**config.mk**
```make
export PLATFORM = sky130hd
export DESIGN_NAME = tone_gen
export DESIGN_NICKNAME = d
export VERILOG_FILES = /design/src/include/tone_gen_pkg.sv /design/src/rtl/tone_gen.sv /design/src/rtl/sine_rom.sv
export VERILOG_INCLUDE_DIRS = /design/src /design/src/include
export SDC_FILE = /design/constraint.sdc
export NUM_CORES = 1
export LEC_CHECK = 0
export ABC_AREA = 1
export BUFFER_PORTS_ARGS = -buffer_cell sky130_fd_sc_hd__buf_2
export CORE_MARGIN = 1
export CORE_UTILIZATION = 45
export CTS_BUF_LIST = sky130_fd_sc_hd__clkbuf_4 sky130_fd_sc_hd__clkbuf_8
export DETAILED_ROUTE_END_ITERATION = 12
export PLACE_DENSITY_LB_ADDON = 0.15
export REMOVE_ABC_BUFFERS = 1
export SYNTH_ARGS = -nofsm -noshare
export SYNTH_HDL_FRONTEND = slang
export SYNTH_HIERARCHICAL = 1
export SYNTH_SLANG_ARGS = --single-unit
```
**constraint.sdc**
```tcl
create_clock -name clk_i -period 6.05 [get_ports clk_i]
set_clock_uncertainty 0.05 [all_clocks]
set_input_delay 0.9075 -clock clk_i [delete_from_list [all_inputs] [get_ports clk_i]]
set_output_delay 0.9075 -clock clk_i [all_outputs]
set_load 0.01 [all_outputs]
```
**src/include/tone_gen_map.svh**
```systemverilog
// register map, field positions and step counts for the tone generator
// assumes a byte-wide register port and the core clock as the crystal clock
`ifndef TONE_GEN_MAP_SVH
`define TONE_GEN_MAP_SVH

// ----------------------------------------
// register addresses
// ----------------------------------------
`define TG_ADDR_HIGH 8'h11
`define TG_ADDR_LOW 8'h12
`define TG_ADDR_MELODY 8'h13
`define TG_ADDR_STATUS 8'h14

// ----------------------------------------
// fields
// ----------------------------------------
`define TG_MELODY_BIT 0
`define TG_STAT_GEN_ON 0
`define TG_STAT_MELODY 1
`define TG_STAT_HIGH_RUN 2
`define TG_STAT_LOW_RUN 3

// ----------------------------------------
// timing and shaping
// ----------------------------------------
`define TG_DIV_EXTRA 9'h001
`define TG_LAST_STEP 5'h16
`define TG_HIGH_STEPS 5'h0c
`define TG_LOW_GAIN 9'h0cb
`define TG_ZERO_BYTE 8'h00

`endif

```
**src/include/tone_gen_pkg.sv**
```systemverilog
// types of the tone generator core
// assumes tone_gen_map.svh supplies the constants used with these types
package tone_gen_pkg;

    typedef struct packed {
        logic [7:0] high_group_frequency;
        logic [7:0] low_group_frequency;
        logic melody_output_enable;
        logic [1:0][7:0] period;
        logic [1:0][8:0] div_cnt;
        logic [1:0][4:0] phase;
        logic [8:0] tone;
        logic tone_oe_n;
        logic melody_pin;
        logic melody_pin_oe_n;
        logic gen_on;
        logic [7:0] rdata;
    } tone_state_t;

endpackage

```
**src/rtl/tone_gen.sv**
```systemverilog
// dual tone generator core: two sine synthesizers and a melody square wave
// assumes clk_i is the crystal clock and port logic outside owns the shared pin
// when the melody pin output enable is high
`timescale 1ns/1ps
`include "tone_gen_map.svh"
module tone_gen (
    input wire logic clk_i,
    input wire logic reset_n_i,
    input wire logic [7:0] addr_i,
    input wire logic [7:0] wdata_i,
    input wire logic wr_i,
    input wire logic rd_i,
    output logic [7:0] rdata_o,
    output logic [8:0] tone_o,
    output logic tone_oe_n_o,
    output logic melody_pin_o,
    output logic melody_pin_oe_n_o,
    output logic gen_on_o
);
    import tone_gen_pkg::*;

    tone_gen_pkg::tone_state_t s_q;
    tone_gen_pkg::tone_state_t s_d;
    logic [1:0][7:0] sample;
    logic [1:0][7:0] code;
    logic signed [17:0] low_prod;
    logic signed [8:0] high_ext;
    logic signed [8:0] low_ext;

    // ----------------------------------------
    // sine tables, one per synthesizer
    // ----------------------------------------
    genvar g;
    generate
        for (g = 0; g < 2; g++) begin : g_ch
            sine_rom u_rom (
                .clk_i(clk_i),
                .addr_i(s_q.phase[g]),
                .data_o(sample[g])
            );
        end
    endgenerate

    assign code[0] = s_q.high_group_frequency;
    assign code[1] = s_q.low_group_frequency;

    // ----------------------------------------
    // amplitude scaling and sum
    // ----------------------------------------
    always_comb begin
        high_ext = (s_q.period[0] != `TG_ZERO_BYTE) ? {sample[0][7], sample[0]} : 9'sh000;
        low_prod = $signed({sample[1][7], sample[1]}) * $signed(`TG_LOW_GAIN);
        low_ext = (s_q.period[1] != `TG_ZERO_BYTE) ? {low_prod[15], low_prod[15:8]} : 9'sh000;
    end

    // ----------------------------------------
    // next state
    // ----------------------------------------
    always_comb begin
        s_d = s_q;
        // register writes
        if (wr_i) begin
            case (addr_i)
                `TG_ADDR_HIGH: s_d.high_group_frequency = wdata_i;
                `TG_ADDR_LOW: s_d.low_group_frequency = wdata_i;
                `TG_ADDR_MELODY: s_d.melody_output_enable = wdata_i[`TG_MELODY_BIT];
                default: ;
            endcase
        end
        // reads, data in the next cycle only
        s_d.rdata = `TG_ZERO_BYTE;
        if (rd_i) begin
            case (addr_i)
                `TG_ADDR_MELODY: s_d.rdata[`TG_MELODY_BIT] = s_q.melody_output_enable;
                `TG_ADDR_STATUS: begin
                    s_d.rdata[`TG_STAT_GEN_ON] = s_q.gen_on;
                    s_d.rdata[`TG_STAT_MELODY] = s_q.melody_pin;
                    s_d.rdata[`TG_STAT_HIGH_RUN] = (s_q.period[0] != `TG_ZERO_BYTE);
                    s_d.rdata[`TG_STAT_LOW_RUN] = (s_q.period[1] != `TG_ZERO_BYTE);
                end
                default: ;
            endcase
        end
        // synthesizers: divider by x+2, then 23 phase steps
        for (int i = 0; i < 2; i++) begin
            if (s_q.period[i] == `TG_ZERO_BYTE) begin
                s_d.period[i] = code[i];
                s_d.div_cnt[i] = 9'h000;
                s_d.phase[i] = 5'h00;
            end else if (s_q.div_cnt[i] == {1'b0, s_q.period[i]} + `TG_DIV_EXTRA) begin
                s_d.div_cnt[i] = 9'h000;
                if (s_q.phase[i] == `TG_LAST_STEP) begin
                    s_d.phase[i] = 5'h00;
                    s_d.period[i] = code[i];
                end else begin
                    s_d.phase[i] = s_q.phase[i] + 5'h01;
                end
            end else begin
                s_d.div_cnt[i] = s_q.div_cnt[i] + 9'h001;
            end
        end
        s_d.gen_on = (s_q.period[0] != `TG_ZERO_BYTE) || (s_q.period[1] != `TG_ZERO_BYTE);
        s_d.tone = s_q.gen_on ? 9'(high_ext + low_ext) : 9'h000;
        // tone driver: off when idle or melody in use
        s_d.tone_oe_n = s_q.melody_output_enable || !s_d.gen_on;
        // melody pin, sines keep running meanwhile
        s_d.melody_pin_oe_n = !s_q.melody_output_enable;
        if (s_q.high_group_frequency == `TG_ZERO_BYTE || s_q.period[0] == `TG_ZERO_BYTE) begin
            s_d.melody_pin = 1'b1;
        end else begin
            s_d.melody_pin = (s_q.phase[0] < `TG_HIGH_STEPS);
        end
    end

    // ----------------------------------------
    // state register
    // ----------------------------------------
    always_ff @(posedge clk_i or negedge reset_n_i) begin
        if (!reset_n_i) begin
            s_q <= '0;
            s_q.tone_oe_n <= 1'b1;
            s_q.melody_pin <= 1'b1;
            s_q.melody_pin_oe_n <= 1'b1;
        end else begin
            s_q <= s_d;
        end
    end

    assign rdata_o = s_q.rdata;
    assign tone_o = s_q.tone;
    assign tone_oe_n_o = s_q.tone_oe_n;
    assign melody_pin_o = s_q.melody_pin;
    assign melody_pin_oe_n_o = s_q.melody_pin_oe_n;
    assign gen_on_o = s_q.gen_on;
endmodule

```
**src/rtl/sine_rom.sv**
```systemverilog
// one period of a signed sine, 23 samples, registered read
// assumes the address stays below 23; other addresses read zero
`timescale 1ns/1ps
module sine_rom (
    input wire logic clk_i,
    input wire logic [4:0] addr_i,
    output logic [7:0] data_o
);
    // ----------------------------------------
    // table and read register
    // ----------------------------------------
    logic [7:0] word;

    always_comb begin
        case (addr_i)
            5'h00: word = 8'h00;
            5'h01: word = 8'h22;
            5'h02: word = 8'h42;
            5'h03: word = 8'h5d;
            5'h04: word = 8'h71;
            5'h05: word = 8'h7c;
            5'h06: word = 8'h7f;
            5'h07: word = 8'h78;
            5'h08: word = 8'h68;
            5'h09: word = 8'h50;
            5'h0a: word = 8'h33;
            5'h0b: word = 8'h11;
            5'h0c: word = 8'hef;
            5'h0d: word = 8'hcd;
            5'h0e: word = 8'hb0;
            5'h0f: word = 8'h98;
            5'h10: word = 8'h88;
            5'h11: word = 8'h81;
            5'h12: word = 8'h84;
            5'h13: word = 8'h8f;
            5'h14: word = 8'ha3;
            5'h15: word = 8'hbe;
            5'h16: word = 8'hde;
            default: word = 8'h00;
        endcase
    end

    always_ff @(posedge clk_i) begin
        data_o <= word;
    end
endmodule

```
Word-level counts from Yosys, hierarchy flattened
Memory sizes are Yosys's and may differ from the RTL's. A register that Yosys moved wholly into a read port is not among the register bits.
Index checks and enable logic that the tools add are counted.

word-level totals
  bits of input ports = 20
  logic and storage cells = 76
  memories = 2
  register bits after elaboration = 78
  bits in read-only memories = 512

cells by class
  $lt $le $gt $ge = 1
  reductions and logical operators = 19
  equal/unequal tests = 8
  multiplexer cells = 23
  $mul = 1
  add/sub/neg operators = 7

memory list
  memory           depth  width  rd ports  clocked after memory_dff  wr ports  line            text
  (no name shown)  32     8      1         1                         0         sine_rom.sv:15  case (addr_i)
  (no name shown)  32     8      1         1                         0         sine_rom.sv:15

operator list
  kind                    count
  $mux W9                 7
  $mux W8                 6
  $eq A8 B5 Y1 const B    4
  $mux W5                 6
  $logic_not A8 Y1        3
  $add A8 B1 Y9 const B   2
  $add A9 B1 Y9 const B   2
  $eq A9 B9 Y1            2
  $mul A8 B9 Y16 const B  1
  $reduce_bool A8 Y1      2
  $add A5 B1 Y5 const B   2
  $eq A5 B5 Y1 const B    2
  $reduce_and A2 Y1       5
  $add A9 B9 Y9           1
  $reduce_bool A2 Y1      4
  $lt A5 B4 Y1 const B    1
  $mux W4                 1
  $logic_or A1 B1 Y1      3
  $mux W3                 1
  $logic_not A1 Y1        2
  $pmux W1 S2             1
  $mux W1                 1

Longest topological paths before layout
Gate-level depths: netlist of the first run.

  word-level depth = 4
  gate-level depth with buffers = 22
  depth with buffers taken out = 22

Modules after synthesis
Netlist of the first run, hierarchy kept.

modules (own cells, without submodules)
  module                     area each (sq um)  instances  cells each  sequential area each (sq um)
  tone_gen                   5,839.4            1          742         1,955.6
  sine_rom at g_ch[0].u_rom  613.1              1          84          160.2
  sine_rom at g_ch[1].u_rom  590.6              1          88          160.2

Worst setup path after synthesis of the first run
Ideal clock, no wire load.

  kind = flip-flop to flip-flop
  from = register g_ch[1].u_rom.data_o[5]
  to = register s_q (netlist bit tone_o[6])
  data required time = 5.881 ns
  stages on the path, launching flop included = 23
  slack = 1.712 ns
  arrival time = 4.170 ns
  buffers on the path = 0
  cell sequence = dfxtp_1 > inv_1 > ha_1 > inv_1 > ha_1 > fa_1 > ha_1 > ha_1 > nand2_1 > o31ai_1 > a21oi_1 > xor2_1 > nor2_1 > ha_1 > fa_1 > nand2_1 > inv_1 > o21ai_0 > a21boi_0 > o21ai_0 > nand2_1 > xnor2_1 > nor2_1

RTL lines
  element             line            text
  start: declaration  sine_rom.sv:7   output logic [7:0] data_o
  end: declaration    tone_gen.sv:22  tone_gen_pkg::tone_state_t s_q;

==> metrics, run 1 <==
die height=127 um; grt total ovfl=0; Post-CTS Setup Bufs=0; vias per cell=~4.8; Power Dens Cells=about 340 nW/um^2; Setup TNS=0 ns; RSZ-0062 raised after global routing=no; startpoint type of the worst setup path=register; Detail Placement HPWL=between 10 and 15 mm; Starting Density=between 40% and 50%; TritonCTS buffer count=9; GPL Wtd Cong=0.826; standard-cell rows=45; multi-input logic area=4000 sq um; synth cell count leaders=nand2_1, inv_1, ha_1, nor2_1, dfrtp_1; Total Routing Usage GR=about 18%; relative slew slack=about a third; CTS tree=built; status=finished, final reports clean; clk slew on worst S/H paths=around 0.09 ns; max cap viols=0; die width=127 um; final hold viol count=0; Post-CTS Resized=0; top-count cell post-synth=nand2_1; Synth async-reset ratio=83.0%; largest net degree at the start of global routing=79; PortBufs=36; EDFF count, synth=0; Mapped Avg Cell Area=about 7.7 sq um; vias in the first global route=between 5000 and 6000; # IOs=between 40 and 50; global-route wire length before repair=23.5 mm; nets@finish=roughly 1100; register area share after synthesis=around 32%; Required @ worst endpoint=about 6.3 ns; Post-CTS Hold Buffers=0; total number of vias=around 5500; Mapped Cells=914; Synth cell types=52; critical path class=reg -> reg; cell taking the most area after synthesis=dfrtp_1; drc violations=0; Worst IR Drop VDD=0.000287 V; CTS root buf=clkbuf_8; Yosys reg bits=94; Hold Path Class=reg -> reg; Detail Route Antenna Nets=0; Worst Path Arrival=between 4 and 5 ns; htree depth=3; Max FO, Critical Path=6; Syn Std Cell Area=7040 sq um; Iteration-0 DRC Markers=228; Wirelength per Cell=11.8 um; FF+latch area=between 2000 and 2500 sq um; synth top area cells=dfrtp_1, ha_1, nand2_1; fmax=214 MHz; Layout area overhead=6.61%; core area=approximately 15000 sq um; ANT cells=0; Slew @ Worst Pin=about 0.99 ns; Die ar.=16200 sq um; Pleak=3.99 nW; top-area cell type share of the netlist area=around a quarter; CTS sink cnt=94; period utilisation layout=77.4%; FILL cells=1514; clk_lat worst skew=~0.37 ns; Final setup viols=0; initial antenna violation count=0; 1st-pass router iterations=5; layout cell share with drive strength beyond 1=11.1%; Final Max Slew Viols=0; post-layout power=~2.6 mW; critical path capture point type=register; min Tclk post-route=~4.7 ns; maximum root-to-sink buffer count=2; Yosys warning total=6; DRT Wirelength=around 14 mm; Top FF cell, synth=dfrtp_1
## cell type report
type | count | area share, %
Multi-Input combinational cell | 647 | 53.2
Sequential cell | 94 | 30.3
Timing Repair Buffer | 38 | 2.63
Clock inverter | 4 | 0.983
Inverter | 147 | 7.38
Tap cell | 211 | 3.52
Clock buffer | 12 | 1.95
## cells by family after synthesis
kind of cell               Yosys count  share of synthesized area, %
buffers and inverters              176                          11.1
xor gates and xnor gates            24                          3.09
AOI/OAI and AO/OA                   95                          7.57
other                                1                        0.0532
adders and majority gates           94                          18.0
DFF                                 94                          32.3
and+or+nand+nor                    430                          27.9
## stage by stage
step / hold WS [ns] / instance area (sq um) / util (%) / cells / setup WS [ns]
global route: 0.411 / 7510 / 49.2 / 1153 / 0.904
floorplan: 0.316 / 6830 / - / 888 / 1.71
finish: 0.392 / 7510 / 49.2 / 1153 / 1.37
CTS: 0.388 / 7510 / 49.2 / 1153 / 1.33
detailed placement: 0.357 / 7290 / 47.8 / 1137 / 1.34
global placement: 0.358 / 7290 / 47.8 / 1137 / 1.43
## layout by cell type (no fill, tap or decap), types with 3 or more instances in the layout
| master | n |
|---|---|
| buf_4 | 3 |
| inv_2 | 7 |
| dfxtp_1 | 16 |
| nand2_1 | 226 |
| clkbuf_4 | 3 |
| ha_1 | 82 |
| a21oi_1 | 30 |
| o21bai_1 | 3 |
| nor2_4 | 5 |
| nor2_1 | 82 |
| dfstp_2 | 3 |
| fa_1 | 12 |
| nor3_1 | 9 |
| xnor2_1 | 7 |
| xor2_1 | 16 |
| nor3_2 | 3 |
| clkbuf_8 | 9 |
| nand3_2 | 13 |
| o21ai_0 | 40 |
| buf_2 | 35 |
| o21ai_1 | 6 |
| nand4_1 | 9 |
| nand3_1 | 64 |
| inv_1 | 139 |
| dfrtp_1 | 75 |
| conb_1 | 4 |
| nand2_2 | 5 |
## sequential cells by signal, summed over array words and instances (netlist names)
name,count
melody_pin_o,1
tone_o,9
tone_oe_n_o,1
g_ch.u_rom/data_o,16
rdata_o,4
melody_pin_oe_n_o,1
gen_on_o,1
s_q,45
code,16
## final timing paths
check / cells past startpoint / slack, ns / start / endpoint
min in group asynchronous: 1 / 0.64 / reset_n_i / tone_o[0]$_DFF_PN0_
max in group asynchronous: 1 / 4.66 / reset_n_i / s_q[46]$_DFF_PN0_
min: 1 / 0.39 / s_q[65]$_DFFE_PN0P_ / melody_pin_oe_n_o$_DFF_PN1_
max reg2reg: 22 / 1.37 / g_ch[1].u_rom/data_o[5]$_DFF_P_ / tone_o[6]$_DFF_PN0_
min reg2reg: 1 / 0.39 / s_q[65]$_DFFE_PN0P_ / melody_pin_oe_n_o$_DFF_PN1_
max: 22 / 1.37 / g_ch[1].u_rom/data_o[5]$_DFF_P_ / tone_o[6]$_DFF_PN0_
## critical path, cell delays in order, from the launching register on
cell      delay, ns
dfxtp_1        0.47
inv_1          0.07
ha_1           0.28
inv_1          0.04
ha_1           0.29
fa_1           0.48
ha_1           0.30
ha_1           0.32
nand2_1        0.08
o31ai_1        0.37
a21oi_1        0.13
xor2_1         0.16
nor2_1         0.06
ha_1           0.21
fa_1           0.38
nand2_1        0.08
inv_1          0.05
o21ai_0        0.19
a21boi_0       0.14
o21ai_0        0.16
nand2_1        0.08
xnor2_1        0.13
nor2_1         0.05
## layer usage
layer / share of wire [%] / vias up / GRT usage, %
met2: 45 / 89 / 28.2
met4: 1.3 / 0 / 6.02
met1: 51 / 2517 / 25.6
li1: - / 2918 / -
met3: 3.4 / 10 / 2.60
met5: 0 / - / 0
## power by group
part / switching (mW) / internal, mW / total, mW
logic: 0.973 / 0.332 / 1.31
clock network: 0.218 / 0.247 / 0.465
registers: 0.0937 / 0.710 / 0.804
total: 1.28 / 1.29 / 2.57
No activity file was read; power rests on OpenSTA's default activity.
==> inputs of run 2 (changes only) <==
Clock period 6.05 ns to 4 ns, I/O delays scaled along.
==> metrics, run 2 (synthesized netlist as in run 1, its figures left out) <==
relative slew slack=34.2% (+0.50 points); GPL Wtd Cong=0.824 (-0.22%); routed wl met3=535 um (+18%); Final setup viols=3 (+3); slowest stage cell on the critical path=fa_1; die width=127 um (unchanged); ANT cells=0 (unchanged); Worst Path Arrival=4.35 ns (-0.54 ns); M1 wire length=7.22 mm (+5.0%); drc violations=0 (unchanged); most frequent CP cell=ha_4; die height=127 um (unchanged); initial antenna violation count=0 (unchanged); layout cell share with drive strength beyond 1=22.5% (+11 points); maximum root-to-sink buffer count=2 (unchanged); Pleak=4.17 nW (+4.7%); CP delay by family, top=adder cells; TritonCTS buffer count=9 (unchanged); max cap viols=0 (unchanged); setup ws final=-0.135 ns (-1.50 ns); largest net degree at the start of global routing=79 (unchanged); CTS root buf=clkbuf_8; RSZ-0062 raised after global routing=yes; grt total ovfl=0 (unchanged); total number of vias=5760 (+4.1%); fmax=242 MHz (+13%); critical path class=reg -> reg; startpoint type of the worst setup path=register; # IOs=41 (unchanged); CTS sink cnt=94 (unchanged); max FFs per register=45 (unchanged); Setup TNS=-0.221 ns (-0.221 ns); min Tclk post-route=4.14 ns (-0.548 ns); Biggest register=s_q; Iteration-0 DRC Markers=216 (-5.3%); Detail Placement HPWL=10.6 mm (+2.3%); Hold Worst Slack=0.310 ns (-0.0822 ns); crit-path cells=inv_2 -> ha_4 -> inv_2 -> ha_4 -> fa_1 -> ha_4 -> ha_4 -> nand2_4 -> o31ai_4 -> a21oi_2 -> xor2_1 -> nor2_1 -> ha_2 -> fa_2 -> nand2_2 -> inv_2 -> o21ai_4 -> a21boi_2 -> o21ai_1 -> nand2_1 -> xnor2_1 -> nor2_1; PortBufs=36 (unchanged); clk_lat worst skew=0.39 ns (+0.02 ns); standard-cell rows=45 (unchanged); Hold Path Class=in -> async; failing checks=negative setup slack; Highest Signal Layer=met4; period utilisation layout=103% (+26 points); Placed Cells=1173 (+3.2%); Worst Path Buf+Inv=3 (unchanged); final hold viol count=0 (unchanged); Die ar.=16200 sq um (unchanged); clk slew on worst S/H paths=0.09 ns (about the same); Max FO, Critical Path=3 (-3); critical path capture point type=register; Power Dens Cells=483 nW/um^2 (+41%); Met2 Routed Length=6.76 mm (+12%); Starting Density=46.2% (unchanged); Total Routing Usage GR=19.4% (+1.4 points); Post-CTS Hold Buffers=0 (unchanged); most frequent cells in the layout=nand2_1, inv_1, nor2_1, dfrtp_1, nand3_1; Slew @ Worst Pin=0.987 ns (-0.00746 ns); core area=15300 sq um (unchanged); 1st-pass router iterations=4 (-1); pre-CTS setup slack=-0.438 ns (-1.78 ns); Final Max Slew Viols=0 (unchanged); Wirelength per Cell=12.4 um (+5.2%); DRT Wirelength=14.8 mm (+9.1%); post-route insts no fill=1196 (+3.7%); CP max stage delay=0.56 ns (+0.08 ns); most common cell after layout, fill and taps aside=nand2_1; global-route wire length before repair=25.0 mm (+6.5%); CTS tree=built; htree depth=3 (unchanged); vias in the first global route=5405 (+6.8%); Layout area overhead=17.4%; status=finished, violations left; nets@finish=1094 (+4.1%); vias per cell=4.82 (+0.34%); Detail Route Antenna Nets=0 (unchanged); Worst IR Drop VDD=0.000345 V (+20%); Required @ worst endpoint=4.22 ns (-2.03 ns); FILL cells=1441 (-4.8%)
==> run 2: cell types whose count changed in the layout (fill, tap and decap cells not counted), moves of 12 or more <==
cell	change
buf_4	+40
ha_1	-21
a21oi_1	-12
ha_4	+20
==> run 2: power by group <==
group	switching (mW)	internal [mW]	total (mW)
combinational	1.53	0.588	2.12
clock	0.356	0.304	0.660
sequential	0.141	1.07	1.21
==> run 2: through the flow <==
stage               util [%]  instance area (sq um)  total power, mW
finish                  54.2                   8270             3.99
global route            54.2                   8270             4.33
CTS                     53.3                   8130             4.02
detailed placement      49.5                   7560             3.30
global placement        49.5                   7560             3.30
floorplan                  -                   6830             2.59
==> run 2: final timing paths <==
check	start	to	slack [ns]	depth (start not counted)
max in group asynchronous	reset_n_i	s_q[45]$_DFF_PN0_	2.94	1
hold reg to reg	s_q[65]$_DFFE_PN0P_	melody_pin_oe_n_o$_DFF_PN1_	0.36	1
hold / removal	reset_n_i	tone_o[7]$_DFF_PN0_	0.31	1
setup / recovery	g_ch[1].u_rom/data_o[5]$_DFF_P_	tone_o[6]$_DFF_PN0_	-0.14	22
setup reg to reg	g_ch[1].u_rom/data_o[5]$_DFF_P_	tone_o[6]$_DFF_PN0_	-0.14	22
min in group clk_i	s_q[65]$_DFFE_PN0P_	melody_pin_oe_n_o$_DFF_PN1_	0.36	1
==> run 2: per-layer routing <==
layer | global-route usage [%] | vias up
met1 | 26.8 | 2630
met3 | 2.68 | 18
met2 | 31.2 | 102
met5 | 0 | -
li1 | - | 3010
met4 | 6.58 | 0
==> run 2: worst reg2reg max path: cells and delay by family, from the launching register on <==
kind            cells  cell delay, ns
flops               1            0.34
compound gates      5            0.75
fa+ha+maj           7            2.12
xor+xnor            2            0.29
simple gates        5            0.34
buf+inv             3            0.13
==> run 2: final cells by class <==
cell class	instances	area, sq um	share of cell area, %
Clock buffer	11	139	1.68
Clock inverter	5	58.8	0.711
Inverter	147	554	6.70
Multi-Input combinational cell	647	4440	53.6
Sequential cell	94	2290	27.7
Tap cell	211	264	3.19
Timing Repair Buffer	81	532	6.43
==> run 2: repair_timing <==
action / in CTS / in global routing
endpoints found under the setup margin: 6 / 6
setup buffers: 3 / 5
pin swaps: 36 / 35
resized for setup: 63 / 34
